==> config.mk <==
export PLATFORM = sky130hd
export DESIGN_NAME = tfc_ctrl
export DESIGN_NICKNAME = d
export VERILOG_FILES = /design/src/rtl/tfc_pkg.sv /design/src/rtl/tfc_burst_dec.sv /design/src/rtl/tfc_fifo.sv /design/src/rtl/tfc_ctrl.sv
export SDC_FILE = /design/constraint.sdc
export NUM_CORES = 1
export LEC_CHECK = 0
export ABC_AREA = 1
export ABC_CLOCK_PERIOD_IN_PS = 7810
export BUFFER_PORTS_ARGS = -buffer_cell sky130_fd_sc_hd__buf_4
export CAP_MARGIN = 20
export CORE_MARGIN = 2
export CORE_UTILIZATION = 55
export CTS_BUF_LIST = sky130_fd_sc_hd__clkbuf_4
export CTS_CLUSTER_SIZE = 40
export DETAILED_ROUTE_END_ITERATION = 12
export PLACE_DENSITY = 0.73
export RECOVER_POWER = 100
export SYNTH_ARGS = -nofsm -noshare
export SYNTH_HDL_FRONTEND = slang
export SYNTH_SLANG_ARGS = --single-unit
==> constraint.sdc <==
create_clock -name i_sys_clk -period 7.81 [get_ports i_sys_clk]
set_input_delay 0.3905 -clock i_sys_clk [delete_from_list [all_inputs] [get_ports i_sys_clk]]
set_output_delay 0.3905 -clock i_sys_clk [all_outputs]
set_load 0.005 [all_outputs]
==> src/rtl/tfc_pkg.sv <==
/*
  Shared constants for the transmit FIFO threshold control block:
  register map, field layout, reset values and state encodings.
  Assumes a 32-bit APB slave and 32-bit transmit data words.
*/
package tfc_pkg;

  // ****************************************
  // register map (byte addresses)
  // ****************************************
  localparam int unsigned APB_AW          = 8;
  localparam logic [7:0]  TX_CFG_OFS      = 8'h24;
  localparam logic [7:0]  RX_DESC_PTR_OFS = 8'h30;
  localparam logic [7:0]  TX_STATUS_OFS   = 8'h3C;

  // ****************************************
  // tx_configuration fields
  // ****************************************
  localparam int unsigned BURST_LSB = 20;
  localparam int unsigned BURST_W   = 3;
  localparam int unsigned FILL_LSB  = 8;
  localparam int unsigned FILL_W    = 6;
  localparam int unsigned DRAIN_LSB = 0;
  localparam int unsigned DRAIN_W   = 6;
  localparam logic [31:0] TX_CFG_MASK = 32'h0070_3F3F;

  // ****************************************
  // reset values
  // ****************************************
  // burst 8 words, fill 32 bytes, drain 32 bytes: never zero thresholds
  localparam logic [31:0] TX_CFG_RST      = 32'h0040_0101;
  localparam logic [31:0] RX_DESC_PTR_RST = 32'h0000_0000;
  localparam logic [31:0] RX_DESC_MASK    = 32'hFFFF_FFFC;

  // ****************************************
  // tx_status fields
  // ****************************************
  localparam int unsigned STAT_LEVEL_LSB = 0;
  localparam int unsigned STAT_PKTS_LSB  = 8;
  localparam int unsigned STAT_REQ_BIT   = 16;
  localparam int unsigned STAT_SEND_BIT  = 17;
  localparam int unsigned STAT_FILL_BIT  = 18;
  localparam int unsigned STAT_DRAIN_BIT = 19;

  // ****************************************
  // sizes and units
  // ****************************************
  localparam int unsigned UNIT_SHIFT   = 5;   // 32-byte threshold unit
  localparam int unsigned WORD_SHIFT   = 2;   // 4 bytes per word
  localparam int unsigned BYTE_W       = 16;
  localparam logic [2:0]  BURST_MAX_CODE = 3'h0;
  localparam logic [7:0]  BURST_MAX_WORDS = 8'h80;
  localparam logic [7:0]  BURST_ONE_WORD  = 8'h01;

  // ****************************************
  // state machines
  // ****************************************
  typedef enum logic [1:0]
  {
    DMA_IDLE  = 2'b00,
    DMA_REQ   = 2'b01,
    DMA_BURST = 2'b11
  } tfc_dma_state_t;

  typedef enum logic [0:0]
  {
    MAC_IDLE = 1'b0,
    MAC_SEND = 1'b1
  } tfc_mac_state_t;

endpackage

==> src/rtl/tfc_burst_dec.sv <==
/*
  Decoder from the three-bit burst code to a word count.
  Purely combinational; the caller registers whatever it needs.
*/
`timescale 1ns/1ps
module tfc_burst_dec
  import tfc_pkg::*;
(
  // code in
  input  wire logic [2:0] i_code,
  // word count out
  output logic      [7:0] o_words
);

  // ****************************************
  // decode
  // ****************************************
  always_comb
  begin
    if (i_code == BURST_MAX_CODE)
    begin
      o_words = BURST_MAX_WORDS;
    end
    else
    begin
      o_words = BURST_ONE_WORD << (i_code - 3'h1);
    end
  end

endmodule

==> src/rtl/tfc_fifo.sv <==
/*
  Flip-flop FIFO with valid/ready on both sides and a synchronous flush.
  Assumes one clock; DEPTH is a power of two.
*/
`timescale 1ns/1ps
module tfc_fifo #(
  parameter int unsigned W     = 33,
  parameter int unsigned DEPTH = 16,
  parameter int unsigned AW    = $clog2(DEPTH),
  parameter int unsigned CW    = $clog2(DEPTH + 1)
)
(
  // clock and reset
  input  wire logic          i_sys_clk,
  input  wire logic          i_rst_n,
  input  wire logic          i_flush,
  // fill side
  input  wire logic [W-1:0]  i_in_data,
  input  wire logic          i_in_valid,
  output logic               o_in_ready,
  // drain side
  output logic      [W-1:0]  o_out_data,
  output logic               o_out_valid,
  input  wire logic          i_out_ready,
  // level
  output logic      [CW-1:0] o_count
);

  // ****************************************
  // storage and pointers
  // ****************************************
  logic [W-1:0]  mem_r [DEPTH];
  logic [AW-1:0] wr_ptr_r;
  logic [AW-1:0] wr_ptr_nxt;
  logic [AW-1:0] rd_ptr_r;
  logic [AW-1:0] rd_ptr_nxt;
  logic [CW-1:0] count_r;
  logic [CW-1:0] count_nxt;
  logic          push;
  logic          pop;

  assign o_in_ready  = (count_r != CW'(DEPTH));
  assign o_out_valid = (count_r != '0);
  assign o_out_data  = mem_r[rd_ptr_r];
  assign o_count     = count_r;
  assign push        = i_in_valid && o_in_ready;
  assign pop         = o_out_valid && i_out_ready;

  always_comb
  begin
    wr_ptr_nxt = wr_ptr_r;
    rd_ptr_nxt = rd_ptr_r;
    count_nxt  = count_r;
    if (i_flush)
    begin
      wr_ptr_nxt = '0;
      rd_ptr_nxt = '0;
      count_nxt  = '0;
    end
    else
    begin
      if (push)
      begin
        wr_ptr_nxt = wr_ptr_r + AW'(1);
      end
      if (pop)
      begin
        rd_ptr_nxt = rd_ptr_r + AW'(1);
      end
      if (push && !pop)
      begin
        count_nxt = count_r + CW'(1);
      end
      else if (pop && !push)
      begin
        count_nxt = count_r - CW'(1);
      end
    end
  end

  always_ff @(posedge i_sys_clk or negedge i_rst_n)
  begin
    if (!i_rst_n)
    begin
      wr_ptr_r <= '0;
      rd_ptr_r <= '0;
      count_r  <= '0;
    end
    else
    begin
      wr_ptr_r <= wr_ptr_nxt;
      rd_ptr_r <= rd_ptr_nxt;
      count_r  <= count_nxt;
    end
  end

  // data words carry no reset: only valid entries are ever read
  always_ff @(posedge i_sys_clk)
  begin
    if (push && !i_flush)
    begin
      mem_r[wr_ptr_r] <= i_in_data;
    end
  end

endmodule

==> src/rtl/tfc_ctrl.sv <==
/*
  Transmit FIFO threshold control: APB register slave, DMA burst
  requester limited by burst code and fill threshold, and MAC start
  logic driven by drain threshold or a complete buffered packet.
  Assumes the bus-side DMA engine and MAC share i_sys_clk; software
  keeps the programming restrictions.
*/
// The APB slave port was left to the implementer.

`timescale 1ns/1ps
module tfc_ctrl
  import tfc_pkg::*;
#(
  parameter int unsigned TX_BUF_WORDS = 16
)
(
  // clock and reset
  input  wire logic        i_sys_clk,
  input  wire logic        i_rst_n,
  input  wire logic        i_soft_rst,
  // apb slave
  input  wire logic        i_psel,
  input  wire logic        i_penable,
  input  wire logic        i_pwrite,
  input  wire logic [7:0]  i_paddr,
  input  wire logic [31:0] i_pwdata,
  output logic      [31:0] o_prdata,
  output logic             o_pready,
  output logic             o_pslverr,
  // bus master dma side
  input  wire logic        i_frag_pending,
  output logic             o_bus_req,
  input  wire logic        i_bus_gnt,
  output logic      [7:0]  o_burst_words,
  input  wire logic [31:0] i_dma_data,
  input  wire logic        i_dma_valid,
  input  wire logic        i_dma_last,
  input  wire logic        i_dma_eop,
  output logic             o_dma_ready,
  output logic             o_burst_done,
  // mac transmit side
  output logic      [31:0] o_mac_data,
  output logic             o_mac_eop,
  output logic             o_mac_valid,
  input  wire logic        i_mac_ready,
  output logic             o_mac_sending
);

  localparam int unsigned CW = $clog2(TX_BUF_WORDS + 1);

  // ****************************************
  // registers
  // ****************************************
  logic [31:0]    tx_cfg_r;
  logic [31:0]    tx_cfg_nxt;
  logic [31:0]    rx_desc_ptr_r;
  logic [31:0]    rx_desc_ptr_nxt;
  logic [31:0]    prdata_r;
  logic [31:0]    prdata_nxt;
  logic           addr_hit;
  logic           apb_wr;
  logic [31:0]    status_word;
  logic [2:0]     max_burst_code;
  logic [5:0]     fill_threshold;
  logic [5:0]     drain_threshold;

  assign max_burst_code  = tx_cfg_r[BURST_LSB +: BURST_W];
  assign fill_threshold  = tx_cfg_r[FILL_LSB +: FILL_W];
  assign drain_threshold = tx_cfg_r[DRAIN_LSB +: DRAIN_W];

  assign addr_hit  = (i_paddr == TX_CFG_OFS) || (i_paddr == RX_DESC_PTR_OFS)
                     || (i_paddr == TX_STATUS_OFS);
  assign apb_wr    = i_psel && i_penable && i_pwrite && addr_hit;
  assign o_pready  = 1'b1;
  assign o_pslverr = i_psel && i_penable && !addr_hit;
  assign o_prdata  = prdata_r;

  always_comb
  begin
    tx_cfg_nxt      = tx_cfg_r;
    rx_desc_ptr_nxt = rx_desc_ptr_r;
    prdata_nxt      = prdata_r;
    if (i_soft_rst)
    begin
      tx_cfg_nxt      = TX_CFG_RST;
      rx_desc_ptr_nxt = RX_DESC_PTR_RST;
    end
    else if (apb_wr)
    begin
      if (i_paddr == TX_CFG_OFS)
      begin
        tx_cfg_nxt = i_pwdata & TX_CFG_MASK;
      end
      if (i_paddr == RX_DESC_PTR_OFS)
      begin
        rx_desc_ptr_nxt = i_pwdata & RX_DESC_MASK;
      end
    end
    // read data captured in the setup cycle, so it comes from flops
    if (i_psel && !i_penable)
    begin
      unique case (i_paddr)
        TX_CFG_OFS:      prdata_nxt = tx_cfg_r;
        RX_DESC_PTR_OFS: prdata_nxt = rx_desc_ptr_r;
        TX_STATUS_OFS:   prdata_nxt = status_word;
        default:         prdata_nxt = 32'h0000_0000;
      endcase
    end
  end

  always_ff @(posedge i_sys_clk or negedge i_rst_n)
  begin
    if (!i_rst_n)
    begin
      tx_cfg_r      <= TX_CFG_RST;
      rx_desc_ptr_r <= RX_DESC_PTR_RST;
      prdata_r      <= 32'h0000_0000;
    end
    else
    begin
      tx_cfg_r      <= tx_cfg_nxt;
      rx_desc_ptr_r <= rx_desc_ptr_nxt;
      prdata_r      <= prdata_nxt;
    end
  end

  // ****************************************
  // fifo and threshold compare
  // ****************************************
  logic [32:0]       fifo_out;
  logic              fifo_out_valid;
  logic              fifo_in_ready;
  logic              fifo_pop;
  logic              fifo_push;
  logic [CW-1:0]     fifo_count;
  logic [BYTE_W-1:0] used_bytes;
  logic [BYTE_W-1:0] free_bytes;
  logic              fill_ok;
  logic              drain_ok;
  logic              dma_acc;

  tfc_fifo #(
    .W     (33),
    .DEPTH (TX_BUF_WORDS)
  ) u_fifo (
    .i_sys_clk   (i_sys_clk),
    .i_rst_n     (i_rst_n),
    .i_flush     (i_soft_rst),
    .i_in_data   ({i_dma_eop, i_dma_data}),
    .i_in_valid  (fifo_push),
    .o_in_ready  (fifo_in_ready),
    .o_out_data  (fifo_out),
    .o_out_valid (fifo_out_valid),
    .i_out_ready (fifo_pop),
    .o_count     (fifo_count)
  );

  // byte figures; low five bits dropped to compare whole 32-byte units
  assign used_bytes = BYTE_W'(fifo_count) << WORD_SHIFT;
  assign free_bytes = BYTE_W'(TX_BUF_WORDS - 32'(fifo_count)) << WORD_SHIFT;
  assign fill_ok    = (free_bytes >> UNIT_SHIFT) >= BYTE_W'(fill_threshold);
  assign drain_ok   = (used_bytes >> UNIT_SHIFT) >= BYTE_W'(drain_threshold);

  // ****************************************
  // dma burst requester
  // ****************************************
  tfc_dma_state_t dma_state_r;
  tfc_dma_state_t dma_state_nxt;
  logic [7:0]     burst_cnt_r;
  logic [7:0]     burst_cnt_nxt;
  logic [7:0]     burst_words_r;
  logic [7:0]     burst_words_nxt;
  logic [7:0]     burst_limit;
  logic           burst_end;

  tfc_burst_dec u_burst_dec (
    .i_code  (max_burst_code),
    .o_words (burst_limit)
  );

  // fifo back-pressure stalls the dma word stream
  assign o_dma_ready   = (dma_state_r == DMA_BURST) && fifo_in_ready;
  assign fifo_push     = (dma_state_r == DMA_BURST) && i_dma_valid;
  assign dma_acc       = fifo_push && fifo_in_ready;
  assign o_bus_req     = (dma_state_r == DMA_REQ);
  assign o_burst_words = burst_words_r;
  assign burst_end     = dma_acc && (i_dma_last || (burst_cnt_r + 8'h01 == burst_words_r));
  assign o_burst_done  = burst_end;

  always_comb
  begin
    dma_state_nxt   = dma_state_r;
    burst_cnt_nxt   = burst_cnt_r;
    burst_words_nxt = burst_words_r;
    unique case (dma_state_r)
      DMA_IDLE:
      begin
        if (i_frag_pending && fill_ok)
        begin
          dma_state_nxt   = DMA_REQ;
          burst_words_nxt = burst_limit;
        end
      end
      DMA_REQ:
      begin
        if (i_bus_gnt)
        begin
          dma_state_nxt = DMA_BURST;
          burst_cnt_nxt = 8'h00;
        end
      end
      DMA_BURST:
      begin
        if (burst_end)
        begin
          dma_state_nxt = DMA_IDLE;
        end
        else if (dma_acc)
        begin
          burst_cnt_nxt = burst_cnt_r + 8'h01;
        end
      end
      default:
      begin
        dma_state_nxt = DMA_IDLE;
      end
    endcase
    if (i_soft_rst)
    begin
      dma_state_nxt = DMA_IDLE;
      burst_cnt_nxt = 8'h00;
    end
  end

  always_ff @(posedge i_sys_clk or negedge i_rst_n)
  begin
    if (!i_rst_n)
    begin
      dma_state_r   <= DMA_IDLE;
      burst_cnt_r   <= 8'h00;
      burst_words_r <= 8'h00;
    end
    else
    begin
      dma_state_r   <= dma_state_nxt;
      burst_cnt_r   <= burst_cnt_nxt;
      burst_words_r <= burst_words_nxt;
    end
  end

  // ****************************************
  // mac start and packet count
  // ****************************************
  tfc_mac_state_t mac_state_r;
  tfc_mac_state_t mac_state_nxt;
  logic [7:0]     pkt_cnt_r;
  logic [7:0]     pkt_cnt_nxt;
  logic           pkt_in;
  logic           pkt_out;

  assign o_mac_valid   = (mac_state_r == MAC_SEND) && fifo_out_valid;
  assign fifo_pop      = (mac_state_r == MAC_SEND) && i_mac_ready;
  assign o_mac_data    = fifo_out[31:0];
  assign o_mac_eop     = fifo_out[32];
  assign o_mac_sending = (mac_state_r == MAC_SEND);
  assign pkt_in        = dma_acc && i_dma_eop;
  assign pkt_out       = o_mac_valid && i_mac_ready && fifo_out[32];

  always_comb
  begin
    mac_state_nxt = mac_state_r;
    pkt_cnt_nxt   = pkt_cnt_r;
    // both ends may move in one cycle; net change keeps the count exact
    if (pkt_in && !pkt_out)
    begin
      pkt_cnt_nxt = pkt_cnt_r + 8'h01;
    end
    else if (pkt_out && !pkt_in)
    begin
      pkt_cnt_nxt = pkt_cnt_r - 8'h01;
    end
    unique case (mac_state_r)
      MAC_IDLE:
      begin
        if (drain_ok || (pkt_cnt_r != 8'h00))
        begin
          mac_state_nxt = MAC_SEND;
        end
      end
      MAC_SEND:
      begin
        if (pkt_out)
        begin
          mac_state_nxt = MAC_IDLE;
        end
      end
    endcase
    if (i_soft_rst)
    begin
      mac_state_nxt = MAC_IDLE;
      pkt_cnt_nxt   = 8'h00;
    end
  end

  always_ff @(posedge i_sys_clk or negedge i_rst_n)
  begin
    if (!i_rst_n)
    begin
      mac_state_r <= MAC_IDLE;
      pkt_cnt_r   <= 8'h00;
    end
    else
    begin
      mac_state_r <= mac_state_nxt;
      pkt_cnt_r   <= pkt_cnt_nxt;
    end
  end

  // ****************************************
  // status word
  // ****************************************
  always_comb
  begin
    status_word                           = 32'h0000_0000;
    status_word[STAT_LEVEL_LSB +: 8]      = 8'(fifo_count);
    status_word[STAT_PKTS_LSB +: 8]       = pkt_cnt_r;
    status_word[STAT_REQ_BIT]             = o_bus_req;
    status_word[STAT_SEND_BIT]            = o_mac_sending;
    status_word[STAT_FILL_BIT]            = fill_ok;
    status_word[STAT_DRAIN_BIT]           = drain_ok;
  end

endmodule

==> qor.yml, run 1 <==
timing:
  tightest_slew_ns: 3.67
  tns_ns: 0
  relSlewSlack_pct: -145
  min_period_ns: 5.88
  fmax_mhz: 170
  setup_viol: 0
  maxSlewViolCount: 755
  fin_crit_sh_pct: 75.3
  timing.hold.ws_ns: 0.232
  clock_skew_ns: 0.0581
  report.final.hold_viol_count: 0
  grt_setup_unrepaired: "false"
die:
  dieArea_um2: 50100
  rows: 80
  coreArea_um2: 47700
  die_x_um: 224
  die_h_um: 224
  io_pins: 164
  start_util_pct: 55.6
route:
  ant_nets: 0
  drtIter0Drc: 2131
  wirelength_um: 71800
  drc: 0
  routed-via-count: 19693
  post_drt_wl_per_cell_um: 22.1
  via_per_inst: 6.06
  drt-pass1-iter-count: 5
setup_path:
  regToRegEndpoint: "pkt_cnt_r[6]"
  cp_data_required_time_ns: 8.33
  cp_data_arrival_time_ns: 6.40
  endpoint_kind: "register"
  rr_startpoint: "u_fifo.rd_ptr_r[1]"
  critical_path_class: "in2reg"
  r2r_slack_ns: 2.53
  r2r_cells: 16
  crit_path_max_fanout: 45
  cp-start-kind: "primary input"
synth:
  avgSynthCellArea_um2: 12.1
  seq_area_frac_synth_pct: 70.7
  synth_top_area_share_pct: 59.7
  syn-instance-count: 2192
  synth.most_common_cell: "edfxtp_1"
  synth.net_count: 2304
  ys_top_cells_by_area: "edfxtp_1 60%, dfrtp_1 11%, o21ai_0 6.2%"
  synth.cells.most_frequent: "528 x edfxtp_1, 328 x o21ai_0, 308 x nor2_1"
  yosysWarnings: 0
  synthDistinctLibCells: 46
  ys_ff_latch: 645
  syn_area_um2: 26600
  yosys.area.top_type: "edfxtp_1"
  synthFlopType: "edfxtp_1"
  synthArstFlopShare_pct: 18.1
  synth_edf_count: 528
clock_tree:
  htree_levels: 4
  clock-root-buffer: "clkbuf_4"
  clk_latency_ns: 1.00
  postCtsSetupBuffers: 0
  cts.path.max_buffers: 3
  cts_sinks: 645
  cts_hold_buf: 107
  cts_tree: "done"
  cts_resized: 0
  cts_buffers: 160
  path_clk_slew_ns: 0.06
global_routing:
  grt_pass1_vias: 19655
  track_usage_pct: 28.9
  grt.overflow.total: 0
  grt_pass1_wl_um: 109000
  grt_max_degree: 124
  antenna_found_initial: 4
power_and_ir_drop:
  total_power_w: 0.00808
  leakagePower_nw: 11.3
  p_per_area_nw_per_um2: 260
  p_int_w: 0.00584
  sequentialPowerShare_pct: 48.3
  max-vdd-ir-drop_mv: 0.138
  combPwrFrac_pct: 15.4
  netSwitchingFraction_pct: 27.7
  power_frac_clock_pct: 36.2
  p_switching_w: 0.00224
cells_and_area:
  seqCellArea_um2: 18800
  drive_gt1_share_pct: 15.3
  nets: 2633
  syn_to_final_growth_pct: 17.1
  multi_input_area_um2: 6780
  fill_cells: 3514
worst_hold_path:
  whs_endpoint: "rx_desc_ptr_r[18]"
  worstHoldPathCells: 4
  min_path_type: "in2reg"
  min_from: "i_pwdata[18]"
status:
  status: "finished, violations left"
  violations: "max-capacitance violations, max-slew violations"
placed_design:
  dp_hpwl_um: 35700
  portBuffers: 162
  routabilityCongestion: 0.869
flow_run:
  maxCapViolCount: 26
-- cells by family (layout without fill, tap and decap cells) --
kind of cell | Yosys count | after routing | share of synthesized area [%]
XOR/XNOR | 12 | 12 | 0.396
AND/OR/NAND/NOR | 712 | 712 | 11.2
other | 1 | 6 | 0.0141
AO/OA/AOI/OAI | 559 | 559 | 12.7
adder cells (fa/ha/maj) | 28 | 28 | 1.38
flip-flops | 645 | 645 | 70.7
buffers and inverters | 235 | 671 | 3.57
-- sequential cells by signal, indices dropped and copies added (netlist names), 5 cells and up --
name	count
burst_cnt_r	8
o_burst_words	8
o_prdata	32
pkt_cnt_r	8
rx_desc_ptr_r	30
tx_cfg_r	15
u_fifo.mem_r	528
u_fifo.o_count	5
-- critical path: stages --
cell,delay (ns)
dlygate4sd3_1,0.56
clkbuf_1,0.43
inv_1,1.36
nand3_1,0.57
nor2_1,1.35
clkbuf_1,1.72
-- power groups by stage --
stage,Clock [W],Sequential [W],Combinational (W)
finish,0.00293,0.00390,0.00125
global placement,0,0.00397,0.00118
CTS,0.00297,0.00390,0.00129
global route,0.00315,0.00391,0.00139
detailed placement,0,0.00398,0.00124
floorplan,0,0.00392,0.000845
-- worst max-delay path by stage --
| stage | cells after the start | end | slack [ns] | startpoint |
|---|---|---|---|---|
| after floorplan | 9 | u_fifo.mem_r[12][0] | 3.78 | u_fifo.o_count[0] |
| after global placement | 18 | pkt_cnt_r[6] | 3.58 | u_fifo.rd_ptr_r[0] |
| after detailed placement | 18 | pkt_cnt_r[6] | 3.43 | u_fifo.rd_ptr_r[0] |
| after CTS | 7 | o_mac_data[12] | 3.10 | u_fifo.rd_ptr_r[0] |
| after global routing | 6 | u_fifo.mem_r[3][5] | 1.76 | i_soft_rst |
| final | 6 | u_fifo.mem_r[3][5] | 1.93 | i_soft_rst |
-- layout make-up --
class,instances,share of cell area (%)
inverters,103,1.27
diodes,5,0.0402
well taps,615,2.47
repair buffers,299,7.22
clock buffers,242,5.84
multi-input cells,1312,21.8
clock inverters,27,0.917
flip-flops and latches,645,60.4
-- cell usage in the layout (no fill, tap or decap), types with 3 or more instances in the layout --
cell type | synthesis | final
buf_4 | 9 | 56
clkinv_1 | 4 | 15
xnor2_1 | 4 | 4
dfrtp_4 | 0 | 3
o211ai_1 | 33 | 33
xor2_1 | 8 | 8
dlygate4sd3_1 | 0 | 106
o21ai_0 | 328 | 336
nor2_1 | 308 | 307
a221oi_1 | 8 | 8
inv_1 | 92 | 94
inv_2 | 6 | 4
o31ai_1 | 12 | 12
clkbuf_4 | 0 | 302
o221ai_1 | 95 | 95
nand2_2 | 8 | 3
diode_2 | 0 | 5
nor2_4 | 0 | 5
dfrtp_1 | 114 | 110
nand4_1 | 4 | 4
nor4_1 | 6 | 6
clkbuf_1 | 102 | 75
edfxtp_1 | 528 | 528
nand2_1 | 247 | 255
ha_1 | 26 | 26
dfstp_2 | 3 | 3
clkinv_2 | 1 | 3
nor3_1 | 6 | 9
nand3_1 | 115 | 116
a21oi_1 | 20 | 20
bufinv_16 | 0 | 6
o22ai_1 | 45 | 45
inv_6 | 0 | 3
o21ai_1 | 10 | 3
-- routing by layer --
layer  track usage [%]  vias to the layer above  share of wire (%)
li1                  -                     8759                  -
met1              38.5                     9669                 39
met2              45.3                     1075                 48
met3              6.64                      188                9.3
met4              14.0                        2                3.2
met5                 0                        -              0.018
-- stage by stage --
step / instance area, µm² / util, % / setup slack [ns] / std cells
4_1_cts: 31500 / 66.0 / 3.10 / 3242
5_1_grt: 31100 / 65.1 / 1.76 / 3246
2_1_floorplan: 26600 / - / 3.78 / 2192
3_5_place_dp: 28300 / 59.3 / 3.43 / 2866
3_3_place_gp: 28300 / 59.3 / 3.58 / 2865
6_report: 31100 / 65.1 / 1.93 / 3248
Note: power is estimated with default switching activity, not from simulation.
==> run 2: changes to the inputs <==
--- a/config.mk
+++ b/config.mk
@@ -6,7 +6,7 @@
 export NUM_CORES = 1
 export LEC_CHECK = 0
 export ABC_AREA = 1
-export ABC_CLOCK_PERIOD_IN_PS = 7810
+export ABC_CLOCK_PERIOD_IN_PS = 5800
 export BUFFER_PORTS_ARGS = -buffer_cell sky130_fd_sc_hd__buf_4
 export CAP_MARGIN = 20
 export CORE_MARGIN = 2
==> constraint.sdc (replaced) <==
create_clock -name i_sys_clk -period 5.8 [get_ports i_sys_clk]
set_input_delay 0.29 -clock i_sys_clk [delete_from_list [all_inputs] [get_ports i_sys_clk]]
set_output_delay 0.29 -clock i_sys_clk [all_outputs]
set_load 0.005 [all_outputs]
==> run 2 against run 1 <==
The run still ends with max-capacitance violations, max-slew violations left; global-route usage is 0.59 points lower; hold slack lost 0.088 ns; register-to-register slack got worse by 2.0 ns; sequential share of layout area is 0.24 points higher; sequential power increased by 34%; combinational power rose by 37%.
==> qor.yml, run 2 (same netlist as run 1, synthesis figures left out) <==
route:
  highest_layer: "met4"
  drt-pass1-iter-count: 5  # unchanged
  drtIter0Drc: 2208  # +3.6%
  wl_met3_um: 6910  # +3.2%
  drc: 0  # unchanged
  post_drt_wl_per_cell_um: 21.7  # -1.7%
  via_per_inst: 6.02  # -0.68%
  wl_met1_um: 28100  # -0.92%
  wirelength_um: 70400  # -1.9%
  ant_nets: 0  # unchanged
  wl_met2_um: 33200  # -3.4%
  routed-via-count: 19511  # -0.92%
setup_path:
  startpoint: "i_soft_rst"
  endpoint: "u_fifo.mem_r[5][31]"
  path_cells: "dlygate4sd3_1 > clkbuf_1 > inv_1 > nand3_1 > nor2_1 > clkbuf_1"
  cp_num_buf_inv: 4  # unchanged
  cp_data_required_time_ns: 6.34  # -1.99 ns
  cp_data_arrival_time_ns: 6.01  # -0.39 ns
  r2r_slack_ns: 0.50  # -2.03 ns
  slowest_delay_ns: 1.68  # -0.04 ns
  cp_num_cells: 6  # unchanged
  regToRegEndpoint: "u_fifo.mem_r[5][31]"
  critPathMostFrequentCell: "clkbuf_1"
  slowest_stage: "nor2_1"
  critical_path_class: "in2reg"
  cp-start-kind: "primary input"
  r2r_cells: 10  # -6
  path_delay_family: "buffers and inverters"
  endpoint_kind: "register"
  crit_path_max_fanout: 45  # unchanged
  rr_startpoint: "u_fifo.o_count[0]"
placed_design:
  routabilityCongestion: 0.863  # -0.76%
  portBuffers: 162  # unchanged
  dp_hpwl_um: 35900  # +0.33%
  dpl_cell_area_um2: 28300  # about the same
timing:
  maxSlewViolCount: 667  # -12%
  fin_crit_sh_pct: 94.2
  relSlewSlack_pct: -112  # +33 points
  tns_ns: 0  # unchanged
  setup_viol: 0  # unchanged
  clock_skew_ns: 0.0487  # -0.00932 ns
  fmax_mhz: 183
  report.final.hold_viol_count: 0  # unchanged
  tightest_slew_ns: 3.19  # -0.488 ns
  min_period_ns: 5.47
  grt_setup_unrepaired: "false"
power_and_ir_drop:
  p_switching_w: 0.00300  # +34%
  max-vdd-ir-drop_mv: 0.231  # +67%
  leakagePower_nw: 11.2  # -0.31%
  combPwrFrac_pct: 16.1  # +0.7 points
  sequentialPowerShare_pct: 49.3  # +1.0 points
  p_int_w: 0.00763  # +31%
  power_frac_clock_pct: 34.6  # -1.6 points
  p_per_area_nw_per_um2: 343  # +32%
  netSwitchingFraction_pct: 28.2  # +0.53 points
clock_tree:
  cts_sinks: 645  # unchanged
  clock-root-buffer: "clkbuf_4"
  postCtsSetupBuffers: 0  # unchanged
  path_clk_slew_ns: 0.07  # about the same
  cts_buffers: 160  # unchanged
  htree_levels: 4  # unchanged
  clk_latency_ns: 0.98  # -0.02 ns
  cts.path.max_buffers: 3  # unchanged
  cts_tree: "done"
cells_and_area:
  regMostFlops: "u_fifo.mem_r"
  final_cell_mix: "528 x edfxtp_1, 335 x o21ai_0, 308 x nor2_1"
  nets: 2634  # +0.038%
  largest_register_ffs: 528  # unchanged
  layout_commonest_cell: "edfxtp_1"
  fin_area_um2: 31000  # -0.40%
  drive_gt1_share_pct: 15.1  # -0.18 points
  syn_to_final_growth_pct: 16.6
worst_hold_path:
  min_path_type: "in2reg"
die:
  rows: 80  # unchanged
  start_util_pct: 55.6  # unchanged
  dieArea_um2: 50100  # unchanged
  die_x_um: 224  # unchanged
  die_h_um: 224  # unchanged
  io_pins: 164  # unchanged
  coreArea_um2: 47700  # unchanged
global_routing:
  track_usage_pct: 28.3  # -0.59 points
  grt.overflow.total: 0  # unchanged
  grt_pass1_vias: 19420  # -1.2%
  grt_pass1_wl_um: 107000  # -1.7%
  grt_max_degree: 111  # -10%
  antenna_found_initial: 4  # unchanged
status:
  violations: "max-capacitance violations, max-slew violations"
  status: "finished, violations left"
flow_run:
  maxCapViolCount: 24  # -7.7%
run 2: changes by cell type in the layout (fill, tap and decap cells not counted), moves of 5 or more:
cell,delta
clkinv_1,+7
dlygate4sd3_1,+5
clkbuf_1,-16
clkbuf_4,-20
clkinvlp_4,+5
clkbuf_2,+7
buf_4,+7
run 2: per-layer routing:
layer / track usage, % / up-vias
met5: 0 / -
met4: 12.2 / 0
met3: 6.98 / 198
met2: 44.6 / 1165
met1: 37.8 / 9395
li1: - / 8753
run 2: power groups by stage:
stage	logic, W	clock network [W]	registers [W]
after global routing	0.00191	0.00395	0.00526
after CTS	0.00176	0.00373	0.00524
after floorplan	0.00114	0	0.00528
final	0.00171	0.00367	0.00524
after global placement	0.00161	0	0.00534
after detailed placement	0.00167	0	0.00534
run 2: worst min path at each step:
stage	from	end	slack (ns)	cells past startpoint
after CTS	i_paddr[7]	o_prdata[17]	0.02	7
after floorplan	i_rst_n	burst_cnt_r[0]	-0.006	0
after global placement	rx_desc_ptr_r[8]	rx_desc_ptr_r[8]	0.46	2
after global routing	i_pwdata[30]	rx_desc_ptr_r[30]	0.10	4
final	i_paddr[7]	o_prdata[17]	0.14	7
after detailed placement	rx_desc_ptr_r[18]	rx_desc_ptr_r[18]	0.47	2
run 2: per-stage QoR:
stage	util [%]	power [W]	hold slack, ns	std cells	setup WS [ns]
3_3_place_gp	59.3	0.00694	0.456	2863	2.03
6_report	64.9	0.0106	0.144	3240	0.335
4_1_cts	65.7	0.0107	0.0235	3234	0.831
5_1_grt	64.9	0.0111	0.104	3239	0.247
3_5_place_dp	59.3	0.00701	0.467	2863	1.94
2_1_floorplan	-	0.00642	-0.00559	2192	1.77
run 2: cell type report:
| class | count | area (µm²) |
|---|---|---|
| Clock buffer | 224 | 1680 |
| Inverter | 103 | 394 |
| Clock inverter | 35 | 246 |
| Antenna cell | 6 | 15.0 |
| Sequential cell | 645 | 18800 |
| Timing Repair Buffer | 300 | 2310 |
| Multi-Input combinational cell | 1312 | 6760 |
| Fill cell | 3466 | 16800 |
| Tap cell | 615 | 769 |
run 2: worst register-to-register path: cells and delay by family, from the launching register on:
| family | cells | cell delay [ns] |
|---|---|---|
| AND/OR/NAND/NOR | 6 | 2.47 |
| buffers and inverters | 3 | 1.72 |
| adder cells (fa/ha/maj) | 1 | 0.21 |
| flip-flops | 1 | 0.44 |
run 2: timing repair:
action                    CTS  global route
hold buffers              112             0
hold endpoints to repair  704             0
gates resized for setup     0             0
